## config.mk

```make
export PLATFORM = sky130hd
export DESIGN_NAME = dpt_timers
export DESIGN_NICKNAME = d
export VERILOG_FILES = /design/src/logic/dpt_pkg.sv /design/src/logic/dpt_sync2.sv /design/src/logic/dpt_period_timer.sv /design/src/logic/dpt_timers.sv
export SDC_FILE = /design/constraint.sdc
export NUM_CORES = 1
export LEC_CHECK = 0
export BUFFER_PORTS_ARGS = -buffer_cell sky130_fd_sc_hd__clkbuf_2
export CORE_MARGIN = 1.5
export CORE_UTILIZATION = 57
export DETAILED_ROUTE_END_ITERATION = 10
export PLACE_DENSITY = 0.81
export SYNTH_ARGS = -nofsm -noshare
export SYNTH_HDL_FRONTEND = slang
export SYNTH_SLANG_ARGS = --single-unit
```

## constraint.sdc

```tcl
create_clock -name pclk -period 2.51 [get_ports pclk]
set_input_delay 0.251 -clock pclk [delete_from_list [all_inputs] [get_ports pclk]]
set_output_delay 0.251 -clock pclk [all_outputs]
set_load 0.01 [all_outputs]
```

## src/logic/dpt_pkg.sv

```systemverilog
// Package of register map, field positions and reset values for the dual period timers.
package dpt_pkg;

  // ----------------------------------------------------------------
  // Bus geometry
  // ----------------------------------------------------------------
  localparam int ADDR_W = 10;
  localparam int DATA_W = 32;
  localparam int REG_W  = 8;

  // ----------------------------------------------------------------
  // Register indices (byte address is four times the index)
  // ----------------------------------------------------------------
  localparam logic [7:0] IDX_CORE_STATUS = 8'h06;
  localparam logic [7:0] IDX_CORE_IRQ    = 8'h07;
  localparam logic [7:0] IDX_FLAGS       = 8'h16;
  localparam logic [7:0] IDX_ENABLES     = 8'h17;
  localparam logic [7:0] IDX_TIMER_CTL1  = 8'h16;
  localparam logic [7:0] IDX_TIMER_CTL2  = 8'h17;
  localparam logic [7:0] BANK3_BASE      = 8'h80;
  localparam logic [7:0] IDX_PERIOD1     = 8'h40;
  localparam logic [7:0] IDX_PERIOD2     = 8'h41;
  localparam logic [7:0] IDX_COUNT1      = 8'h42;
  localparam logic [7:0] IDX_COUNT2      = 8'h43;

  // ----------------------------------------------------------------
  // Field positions
  // ----------------------------------------------------------------
  localparam int BIT_PEND      = 7;
  localparam int BIT_PERIPH_EN = 3;
  localparam int BIT_T1_FLAG = 4;
  localparam int BIT_T2_FLAG = 5;
  localparam int BIT_CASCADE = 3;
  localparam int BIT_T1_CS   = 0;
  localparam int BIT_T2_CS   = 1;
  localparam int BIT_T1_RUN  = 0;
  localparam int BIT_T2_RUN  = 1;
  localparam int BIT_GIRQ_DIS = 4;

  // ----------------------------------------------------------------
  // Reset values and masks
  // ----------------------------------------------------------------
  localparam logic [7:0] RST_CORE_IRQ     = 8'h00;
  localparam logic [7:0] RST_FLAGS        = 8'h02;
  localparam logic [7:0] RST_ENABLES      = 8'h00;
  localparam logic [7:0] RST_TIMER_CTL1   = 8'h00;
  localparam logic [7:0] RST_TIMER_CTL2   = 8'h00;
  localparam logic [7:0] RST_PERIOD       = 8'hff;
  localparam logic [7:0] TIMER_CTL2_WMASK = 8'h3f;
  localparam logic       RST_GIRQ_DIS = 1'b1;

  // ----------------------------------------------------------------
  // Timing: instruction cycle is the core clock divided by four
  // ----------------------------------------------------------------
  localparam int         CYCLE_DIV  = 4;
  localparam logic [1:0] DIV_LAST   = 2'(CYCLE_DIV - 1);

endpackage : dpt_pkg

```

## src/logic/dpt_sync2.sv

```systemverilog
// Two flip-flop level synchroniser for the external timer clock pin.
`timescale 1ns/10ps
module dpt_sync2 (
  input  wire logic pclk,
  input  wire logic presetn,
  input  wire logic async_in,
  output logic      sync_out
);
  logic meta;

  // The first stage is read only by the second stage.
  always_ff @(posedge pclk or negedge presetn) begin
    if (!presetn) begin
      meta     <= 1'b1;
      sync_out <= 1'b1;
    end else begin
      meta     <= async_in;
      sync_out <= meta;
    end
  end

endmodule : dpt_sync2

```

## src/logic/dpt_period_timer.sv

```systemverilog
// One 8-bit period timer: counts ticks from zero, wraps after matching its period.
`timescale 1ns/10ps
module dpt_period_timer #(
  parameter int W = 8
) (
  input  wire logic         pclk,
  input  wire logic         presetn,
  input  wire logic         tick,
  input  wire logic         run,
  input  wire logic [W-1:0] period_value,
  input  wire logic         load,
  input  wire logic [W-1:0] load_value,
  output logic [W-1:0]      count,
  output logic              wrap
);

  // ----------------------------------------------------------------
  // Counter
  // ----------------------------------------------------------------
  always_ff @(posedge pclk or negedge presetn) begin
    if (!presetn) begin
      count <= '0;
    end else if (load) begin
      count <= load_value;
    end else if (run && tick) begin
      if (count == period_value) begin
        count <= '0;
      end else begin
        count <= count + 1'b1;
      end
    end
  end

  // A wrap is only possible on a counting tick, so a stopped timer never flags.
  always_ff @(posedge pclk or negedge presetn) begin
    if (!presetn) begin
      wrap <= 1'b0;
    end else begin
      wrap <= !load && run && tick && (count == period_value);
    end
  end
endmodule : dpt_period_timer

```

## src/logic/dpt_timers.sv

```systemverilog
// Dual 8-bit period timers with interrupt flags, behind an APB register slave.
`timescale 1ns/10ps
//
// Contract
// - Cascade select clear: both timers run as separate 8-bit counters.
// - Clock select clear: timer advances once per instruction cycle, core clock over four.
// - Clock select set: timer advances on each falling edge of the shared pin.
// - Each timer counts up from zero until it equals its period value.
// - The increment after a period match returns the timer to zero.
// - Each timer sets its own wrap flag when it returns to zero.
// - Per-timer enable bit lets its flag request an interrupt, or blocks it.
// - Interrupt reaches core only with peripheral enable set and global disable clear.
// - Run bit set and cascade select clear: timer advances from its source; otherwise count holds.
// - A timer with run clear never sets its flag.
// - External clock pin is synchronised before it can increment a timer.
// - Pending bit reads OR of flags ANDed with enables; writes ignored.
module dpt_timers
#(
  parameter int TIMER_W = 8
) (
  input  wire logic                      pclk,
  input  wire logic                      presetn,
  input  wire logic                      psel,
  input  wire logic                      penable,
  input  wire logic                      pwrite,
  input  wire logic [dpt_pkg::ADDR_W-1:0] paddr,
  input  wire logic [dpt_pkg::DATA_W-1:0] pwdata,
  output logic [dpt_pkg::DATA_W-1:0]      prdata,
  output logic                           pready,
  output logic                           pslverr,
  input  wire logic                      ext_timer_clock_pin,
  output logic                           irq
);
  import dpt_pkg::*;

  // ----------------------------------------------------------------
  // Declarations
  // ----------------------------------------------------------------
  logic [1:0]         div_cnt;
  logic               instr_tick;
  logic               ext_timer_clock_input;
  logic               ext_prev;
  logic               ext_fall;
  logic [BIT_PEND-1:0] core_irq_ctl;
  logic [REG_W-1:0]   periph_flags;
  logic [REG_W-1:0]   periph_en;
  logic [REG_W-1:0]   timer_ctl1;
  logic [REG_W-1:0]   timer_ctl2;
  logic               global_irq_disable;
  logic [TIMER_W-1:0] period1;
  logic [TIMER_W-1:0] period2;
  logic [TIMER_W-1:0] first_timer_count;
  logic [TIMER_W-1:0] second_timer_count;
  logic               t1_wrap;
  logic               t2_wrap;
  logic               t1_tick;
  logic               t2_tick;
  logic               access;
  logic               wr;
  logic               mapped;
  logic               peripheral_irq_pending;
  logic [REG_W-1:0]   next_flags;
  logic [REG_W-1:0]   sw_clear;
  logic [REG_W-1:0]   hw_set;
  logic [REG_W-1:0]   rd_byte;
  logic               cascade_select;

  // ----------------------------------------------------------------
  // Address decode
  // ----------------------------------------------------------------
  function automatic logic reg_hit(
    input logic [ADDR_W-1:0] addr,
    input logic [7:0]        idx
  );
    reg_hit = (addr[ADDR_W-1:2] == idx) && (addr[1:0] == 2'b00);
  endfunction : reg_hit

  function automatic logic any_hit(input logic [ADDR_W-1:0] addr);
    any_hit = reg_hit(addr, IDX_CORE_STATUS) || reg_hit(addr, IDX_CORE_IRQ)
           || reg_hit(addr, IDX_FLAGS) || reg_hit(addr, IDX_ENABLES)
           || reg_hit(addr, BANK3_BASE | IDX_TIMER_CTL1)
           || reg_hit(addr, BANK3_BASE | IDX_TIMER_CTL2)
           || reg_hit(addr, IDX_PERIOD1) || reg_hit(addr, IDX_PERIOD2)
           || reg_hit(addr, IDX_COUNT1) || reg_hit(addr, IDX_COUNT2);
  endfunction : any_hit

  assign access = psel && penable && pready;
  assign wr     = access && pwrite;
  assign mapped = any_hit(paddr);

  // ----------------------------------------------------------------
  // Instruction cycle enable
  // ----------------------------------------------------------------
  always_ff @(posedge pclk or negedge presetn) begin
    if (!presetn) begin
      div_cnt <= '0;
    end else if (div_cnt == DIV_LAST) begin
      div_cnt <= '0;
    end else begin
      div_cnt <= div_cnt + 2'b01;
    end
  end

  always_ff @(posedge pclk or negedge presetn) begin
    if (!presetn) begin
      instr_tick <= 1'b0;
    end else begin
      instr_tick <= (div_cnt == DIV_LAST);
    end
  end

  // ----------------------------------------------------------------
  // External clock pin: synchronise, then detect a falling edge
  // ----------------------------------------------------------------
  dpt_sync2 u_sync (
    .pclk     (pclk),
    .presetn  (presetn),
    .async_in (ext_timer_clock_pin),
    .sync_out (ext_timer_clock_input)
  );

  always_ff @(posedge pclk or negedge presetn) begin
    if (!presetn) begin
      ext_prev <= 1'b1;
    end else begin
      ext_prev <= ext_timer_clock_input;
    end
  end

  // Edges closer than two core clocks apart may merge; the pin must be slower.
  always_ff @(posedge pclk or negedge presetn) begin
    if (!presetn) begin
      ext_fall <= 1'b0;
    end else begin
      ext_fall <= ext_prev && !ext_timer_clock_input;
    end
  end

  // ----------------------------------------------------------------
  // Timers
  // ----------------------------------------------------------------
  assign cascade_select = timer_ctl1[BIT_CASCADE];

  // The cascaded 16-bit mode is not built; counting holds while it is selected.
  assign t1_tick = !cascade_select && (timer_ctl1[BIT_T1_CS] ? ext_fall : instr_tick);
  assign t2_tick = !cascade_select && (timer_ctl1[BIT_T2_CS] ? ext_fall : instr_tick);

  dpt_period_timer #(.W(TIMER_W)) u_timer1 (
    .pclk         (pclk),
    .presetn      (presetn),
    .tick         (t1_tick),
    .run          (timer_ctl2[BIT_T1_RUN]),
    .period_value (period1),
    .load         (wr && reg_hit(paddr, IDX_COUNT1)),
    .load_value   (pwdata[TIMER_W-1:0]),
    .count        (first_timer_count),
    .wrap         (t1_wrap)
  );

  dpt_period_timer #(.W(TIMER_W)) u_timer2 (
    .pclk         (pclk),
    .presetn      (presetn),
    .tick         (t2_tick),
    .run          (timer_ctl2[BIT_T2_RUN]),
    .period_value (period2),
    .load         (wr && reg_hit(paddr, IDX_COUNT2)),
    .load_value   (pwdata[TIMER_W-1:0]),
    .count        (second_timer_count),
    .wrap         (t2_wrap)
  );

  // ----------------------------------------------------------------
  // Peripheral flags: set by hardware, cleared by writing a one
  // ----------------------------------------------------------------
  always_comb begin
    hw_set                 = '0;
    hw_set[BIT_T1_FLAG]    = t1_wrap;
    hw_set[BIT_T2_FLAG]    = t2_wrap;
    sw_clear               = (wr && reg_hit(paddr, IDX_FLAGS)) ? pwdata[REG_W-1:0] : '0;
    next_flags             = (periph_flags & ~sw_clear) | hw_set;
  end

  always_ff @(posedge pclk or negedge presetn) begin
    if (!presetn) begin
      periph_flags <= RST_FLAGS;
    end else begin
      periph_flags <= next_flags;
    end
  end

  assign peripheral_irq_pending = |(periph_flags & periph_en);

  // ----------------------------------------------------------------
  // Control registers
  // ----------------------------------------------------------------
  always_ff @(posedge pclk or negedge presetn) begin
    if (!presetn) begin
      core_irq_ctl <= RST_CORE_IRQ[BIT_PEND-1:0];
    end else if (wr && reg_hit(paddr, IDX_CORE_IRQ)) begin
      core_irq_ctl <= pwdata[BIT_PEND-1:0];
    end
  end

  always_ff @(posedge pclk or negedge presetn) begin
    if (!presetn) begin
      periph_en <= RST_ENABLES;
    end else if (wr && reg_hit(paddr, IDX_ENABLES)) begin
      periph_en <= pwdata[REG_W-1:0];
    end
  end

  always_ff @(posedge pclk or negedge presetn) begin
    if (!presetn) begin
      timer_ctl1 <= RST_TIMER_CTL1;
    end else if (wr && reg_hit(paddr, BANK3_BASE | IDX_TIMER_CTL1)) begin
      timer_ctl1 <= pwdata[REG_W-1:0];
    end
  end

  // The two overflow status bits at the top are not built and read as zero.
  always_ff @(posedge pclk or negedge presetn) begin
    if (!presetn) begin
      timer_ctl2 <= RST_TIMER_CTL2;
    end else if (wr && reg_hit(paddr, BANK3_BASE | IDX_TIMER_CTL2)) begin
      timer_ctl2 <= pwdata[REG_W-1:0] & TIMER_CTL2_WMASK;
    end
  end

  always_ff @(posedge pclk or negedge presetn) begin
    if (!presetn) begin
      global_irq_disable <= RST_GIRQ_DIS;
    end else if (wr && reg_hit(paddr, IDX_CORE_STATUS)) begin
      global_irq_disable <= pwdata[BIT_GIRQ_DIS];
    end
  end

  always_ff @(posedge pclk or negedge presetn) begin
    if (!presetn) begin
      period1 <= TIMER_W'(RST_PERIOD);
      period2 <= TIMER_W'(RST_PERIOD);
    end else if (wr && reg_hit(paddr, IDX_PERIOD1)) begin
      period1 <= pwdata[TIMER_W-1:0];
    end else if (wr && reg_hit(paddr, IDX_PERIOD2)) begin
      period2 <= pwdata[TIMER_W-1:0];
    end
  end

  // ----------------------------------------------------------------
  // Read mux
  // ----------------------------------------------------------------
  always_comb begin
    rd_byte = '0;
    if (reg_hit(paddr, IDX_CORE_STATUS)) begin
      rd_byte[BIT_GIRQ_DIS] = global_irq_disable;
    end else if (reg_hit(paddr, IDX_CORE_IRQ)) begin
      rd_byte = {peripheral_irq_pending, core_irq_ctl};
    end else if (reg_hit(paddr, IDX_FLAGS)) begin
      rd_byte = periph_flags;
    end else if (reg_hit(paddr, IDX_ENABLES)) begin
      rd_byte = periph_en;
    end else if (reg_hit(paddr, BANK3_BASE | IDX_TIMER_CTL1)) begin
      rd_byte = timer_ctl1;
    end else if (reg_hit(paddr, BANK3_BASE | IDX_TIMER_CTL2)) begin
      rd_byte = timer_ctl2;
    end else if (reg_hit(paddr, IDX_PERIOD1)) begin
      rd_byte = REG_W'(period1);
    end else if (reg_hit(paddr, IDX_PERIOD2)) begin
      rd_byte = REG_W'(period2);
    end else if (reg_hit(paddr, IDX_COUNT1)) begin
      rd_byte = REG_W'(first_timer_count);
    end else if (reg_hit(paddr, IDX_COUNT2)) begin
      rd_byte = REG_W'(second_timer_count);
    end
  end

  // ----------------------------------------------------------------
  // APB answer: one wait state, registered outputs
  // ----------------------------------------------------------------
  always_ff @(posedge pclk or negedge presetn) begin
    if (!presetn) begin
      pready <= 1'b0;
    end else begin
      pready <= psel && penable && !pready;
    end
  end

  always_ff @(posedge pclk or negedge presetn) begin
    if (!presetn) begin
      prdata  <= '0;
      pslverr <= 1'b0;
    end else if (psel && penable && !pready) begin
      prdata  <= (!pwrite && mapped) ? DATA_W'(rd_byte) : '0;
      pslverr <= !mapped;
    end else begin
      pslverr <= 1'b0;
    end
  end

  // ----------------------------------------------------------------
  // Interrupt output
  // ----------------------------------------------------------------
  always_ff @(posedge pclk or negedge presetn) begin
    if (!presetn) begin
      irq <= 1'b0;
    end else begin
      irq <= peripheral_irq_pending && core_irq_ctl[BIT_PERIPH_EN] && !global_irq_disable;
    end
  end
endmodule : dpt_timers

```

==> reports/qor.log <==
qor: outcome.run_status complete, no violations
qor: setup_path.timing.critical_path.depth 5
qor: global_routing.grt_pass1_vias 3647
qor: timing.setup_total_negative_slack 0 ns
qor: layout.multi_input_area 2410 um^2
qor: layout.finalNetCount 550
qor: clocking.clkSlewWorstSetupHoldPaths 0.09 ns
qor: floorplan.start_util 0.592
qor: synthesis.yosysTopAreaCell sky130_fd_sc_hd__dfrtp_1
qor: power.power_switching 0.000658 W
qor: detailed_routing.drtPass1Iterations 6
qor: timing.setup_ws 0.447 ns
qor: layout.syn_to_final_growth 10.3%
qor: detailed_routing.drc 0
qor: clocking.post_cts_buffers 0
qor: placement.dpl.hpwl 7.98 mm
qor: layout.layout-drive-gt1-share 0.300
qor: floorplan.fp.dieArea 9140 um^2
qor: power.seq_power_share 0.535
qor: timing.headroom_to_the_max_slew_limit 0.533
qor: floorplan.die_width 95.6 um
qor: synthesis.syn-cell-area 4890 um^2
qor: clocking.number_of_hold_repair_buffers_added_at_the_cts_stage 2
qor: layout.finalInstanceArea 5390 um^2
qor: detailed_routing.antenna_violating_nets_post_route 0
qor: synthesis.synth.area.top_cells sky130_fd_sc_hd__dfrtp_1 (35%), sky130_fd_sc_hd__dfstp_2 (11%), sky130_fd_sc_hd__mux2_2 (11%)
qor: floorplan.ioPinCount 83
qor: clocking.clk_path_buf_depth 2
qor: power.pwr_density_cell 508 nW/um^2
qor: timing.rsz_0062_raised_after_global_routing no
qor: power.combPwrFrac 0.068
qor: setup_path.timing.critical_path.to_type register
qor: synthesis.async_reset_ff_frac 1.00
qor: layout.num-fill-cells 648
qor: global_routing.grt_pass1_wl 18.6 mm
qor: worst_hold_path.worst_hold_path_class input pin to register
qor: setup_path.critical_path.n_buffers_inverters 0
qor: setup_path.timing.setup.critical_path_class register to register
qor: synthesis.postSynthCellCount 456
qor: timing.fmax 0.485 GHz
qor: placement.dpl-instance-area 5160 um^2
qor: timing.timing.final.setup_violations 0
qor: power.peakVddDrop 0.000255 V
qor: clocking.clock-root-buffer sky130_fd_sc_hd__clkbuf_8
qor: clocking.cts_made_buffers 9
qor: layout.finish.utilization 0.653
qor: placement.gp_congestion 0.892
qor: power.static-leakage-power 2.42 nW
qor: setup_path.timing.critical_path.mode_cell sky130_fd_sc_hd__nand3b_1
qor: power.netSwitchingFraction 0.240
qor: synthesis.primary_ff_master_synth sky130_fd_sc_hd__dfrtp_1
qor: global_routing.grt_start_max_net_pins 51
qor: setup_path.crit_path_start_kind register
qor: synthesis.synth-edff-count 0
qor: global_routing.globalRouteTotalUtil 0.275
qor: clocking.cts-resized-gates 0
qor: synthesis.yosysSeqAreaShare 0.466
qor: layout.mostFrequentLayoutCells sky130_fd_sc_hd__dfrtp_1 (69), sky130_fd_sc_hd__mux2_2 (49), sky130_fd_sc_hd__nor2_1 (38)
qor: power.p_clk_frac 0.397
qor: detailed_routing.viasPerCell 6.28
qor: floorplan.die_height 95.6 um
qor: setup_path.worstRegToRegCells 5
qor: worst_hold_path.timing.hold.worst_path_depth 2
qor: setup_path.critical-path-max-stage-delay 0.57 ns
qor: layout.antenna_cells 0
qor: power.p_int 0.00208 W
qor: clocking.clock-sinks 90
qor: detailed_routing.drt_wl_total 11.6 mm
qor: detailed_routing.route.detailed.wl_per_inst 19.0 um
qor: clocking.clock_tree_from_tritoncts done
qor: floorplan.fp.coreArea 8260 um^2
qor: layout.most_common_library_cell_in_the_layout_ignoring_fill_and_taps sky130_fd_sc_hd__dfrtp_1
qor: synthesis.synth-seq-cells 90
qor: setup_path.crit_path_cell_chain mux2_2, nand3b_1, a21oi_1, nand3b_1, a31oi_1
qor: timing.hold_viol_final 0
qor: timing.tightest_slew 0.696 ns
qor: job.max_cap_violations 0
qor: timing.clock-skew-final 0.0105 ns
qor: timing.final-max-slew-violation-count 0
qor: setup_path.cpLargestDelayFamily compound AO/OA/AOI/OAI gates
qor: clocking.cts-htree-levels 3
qor: floorplan.rows 33
qor: synthesis.yosys_warnings 0
qor: setup_path.crit_required 2.79 ns
qor: synthesis.synth_top_cell_area_share 0.353
qor: clocking.clk-insertion-delay-late 0.37 ns
qor: setup_path.crit_arrival 2.34 ns
qor: layout.final-seq-area 2280 um^2
qor: detailed_routing.via_count 3827
qor: detailed_routing.drt_iter0_markers 308
qor: global_routing.total_global_routing_overflow 0
qor: setup_path.cp_max_fanout 11
qor: placement.port_buffers 34
qor: timing.layout_worst_path_cycle_share 0.822
qor: synthesis.yosysUniqueCellTypes 50
qor: synthesis.avgSynthCellArea 10.7 um^2
qor: timing.fin_crit 2.06 ns
qor: setup_path.cp_max_delay_cell sky130_fd_sc_hd__a21oi_1
qor: global_routing.antenna_found_initial 0
qor: power.power 0.00274 W
qor: placement.place_worst_setup_slack 0.135 ns
-- synth_stat cells, types with 13 or more instances --
| cell type | instances |
|---|---|
| sky130_fd_sc_hd__nand3b_1 | 16 |
| sky130_fd_sc_hd__o21ai_0 | 30 |
| sky130_fd_sc_hd__dfrtp_1 | 69 |
| sky130_fd_sc_hd__xor2_1 | 16 |
| sky130_fd_sc_hd__nand2_1 | 30 |
| sky130_fd_sc_hd__a21oi_1 | 23 |
| sky130_fd_sc_hd__clkbuf_1 | 15 |
| sky130_fd_sc_hd__nor2_1 | 38 |
| sky130_fd_sc_hd__buf_4 | 24 |
| sky130_fd_sc_hd__mux2_2 | 49 |
| sky130_fd_sc_hd__dfstp_2 | 21 |
| sky130_fd_sc_hd__a31oi_1 | 13 |
-- final timing paths --
check                      slack, ns                             to                       from
min                             0.21      periph_flags[7]$_DFF_PN0_                  pwdata[7]
min in group asynchronous       0.40      timer_ctl1[2]$_DFFE_PN0P_                    presetn
max reg2reg                     0.45  u_timer1.count[6]$_DFFE_PN0P_  timer_ctl1[0]$_DFFE_PN0P_
min reg2reg                     0.37      u_sync.sync_out$_DFF_PN1_      u_sync.meta$_DFF_PN1_
max in group asynchronous       1.39         period2[7]$_DFFE_PN1P_                    presetn
max                             0.45  u_timer1.count[6]$_DFFE_PN0P_  timer_ctl1[0]$_DFFE_PN0P_
-- layout make-up --
| type | count | area share |
|---|---|---|
| Clock buffer | 10 | 0.0237 |
| Clock inverter | 6 | 0.0167 |
| Inverter | 5 | 0.00348 |
| Multi-Input combinational cell | 339 | 0.446 |
| Sequential cell | 90 | 0.422 |
| Tap cell | 105 | 0.0244 |
| Timing Repair Buffer | 54 | 0.0631 |
-- state kept, by name, summed over array words and instances (netlist names), 2 cells and up --
| register | cells |
|---|---|
| timer_ctl2 | 6 |
| timer_ctl1 | 8 |
| div_cnt | 2 |
| u_timer2.count | 8 |
| periph_flags | 8 |
| period2 | 8 |
| period1 | 8 |
| core_irq_ctl | 7 |
| periph_en | 8 |
| u_timer1.count | 8 |
| prdata | 8 |
-- power groups by stage --
stage	sequential [W]	clock [W]	combinational, W
2_1_floorplan	0.00149	0	0.000114
3_3_place_gp	0.00149	0	0.000177
3_5_place_dp	0.00149	0	0.000183
4_1_cts	0.00147	0.00110	0.000186
5_1_grt	0.00147	0.00117	0.000205
6_report	0.00147	0.00109	0.000186
-- per-stage QoR --
step	hold WS, ns	cells
final	0.211	609
after global routing	0.240	609
after floorplan	-0.0446	479
after global placement	0.258	591
after detailed placement	0.267	591
after CTS	0.194	609
-- cell families after synthesis --
logic type,Yosys count,share of synthesized area
fa+ha+maj,3,0.00768
compound gates,106,0.137
xor+xnor,16,0.0287
other cells,1,0.000767
buf+inv,50,0.0594
mux,61,0.158
simple gates,129,0.143
flops,90,0.466
-- routing by layer --
metal | GRT usage | wire length (um) | vias up
li1 | - | - | 1701
met1 | 0.354 | 4750 | 1907
met2 | 0.450 | 5770 | 201
met3 | 0.0606 | 801 | 18
met4 | 0.108 | 239 | 0
met5 | 0 | 0 | -
(Power assumes the default switching activity.)
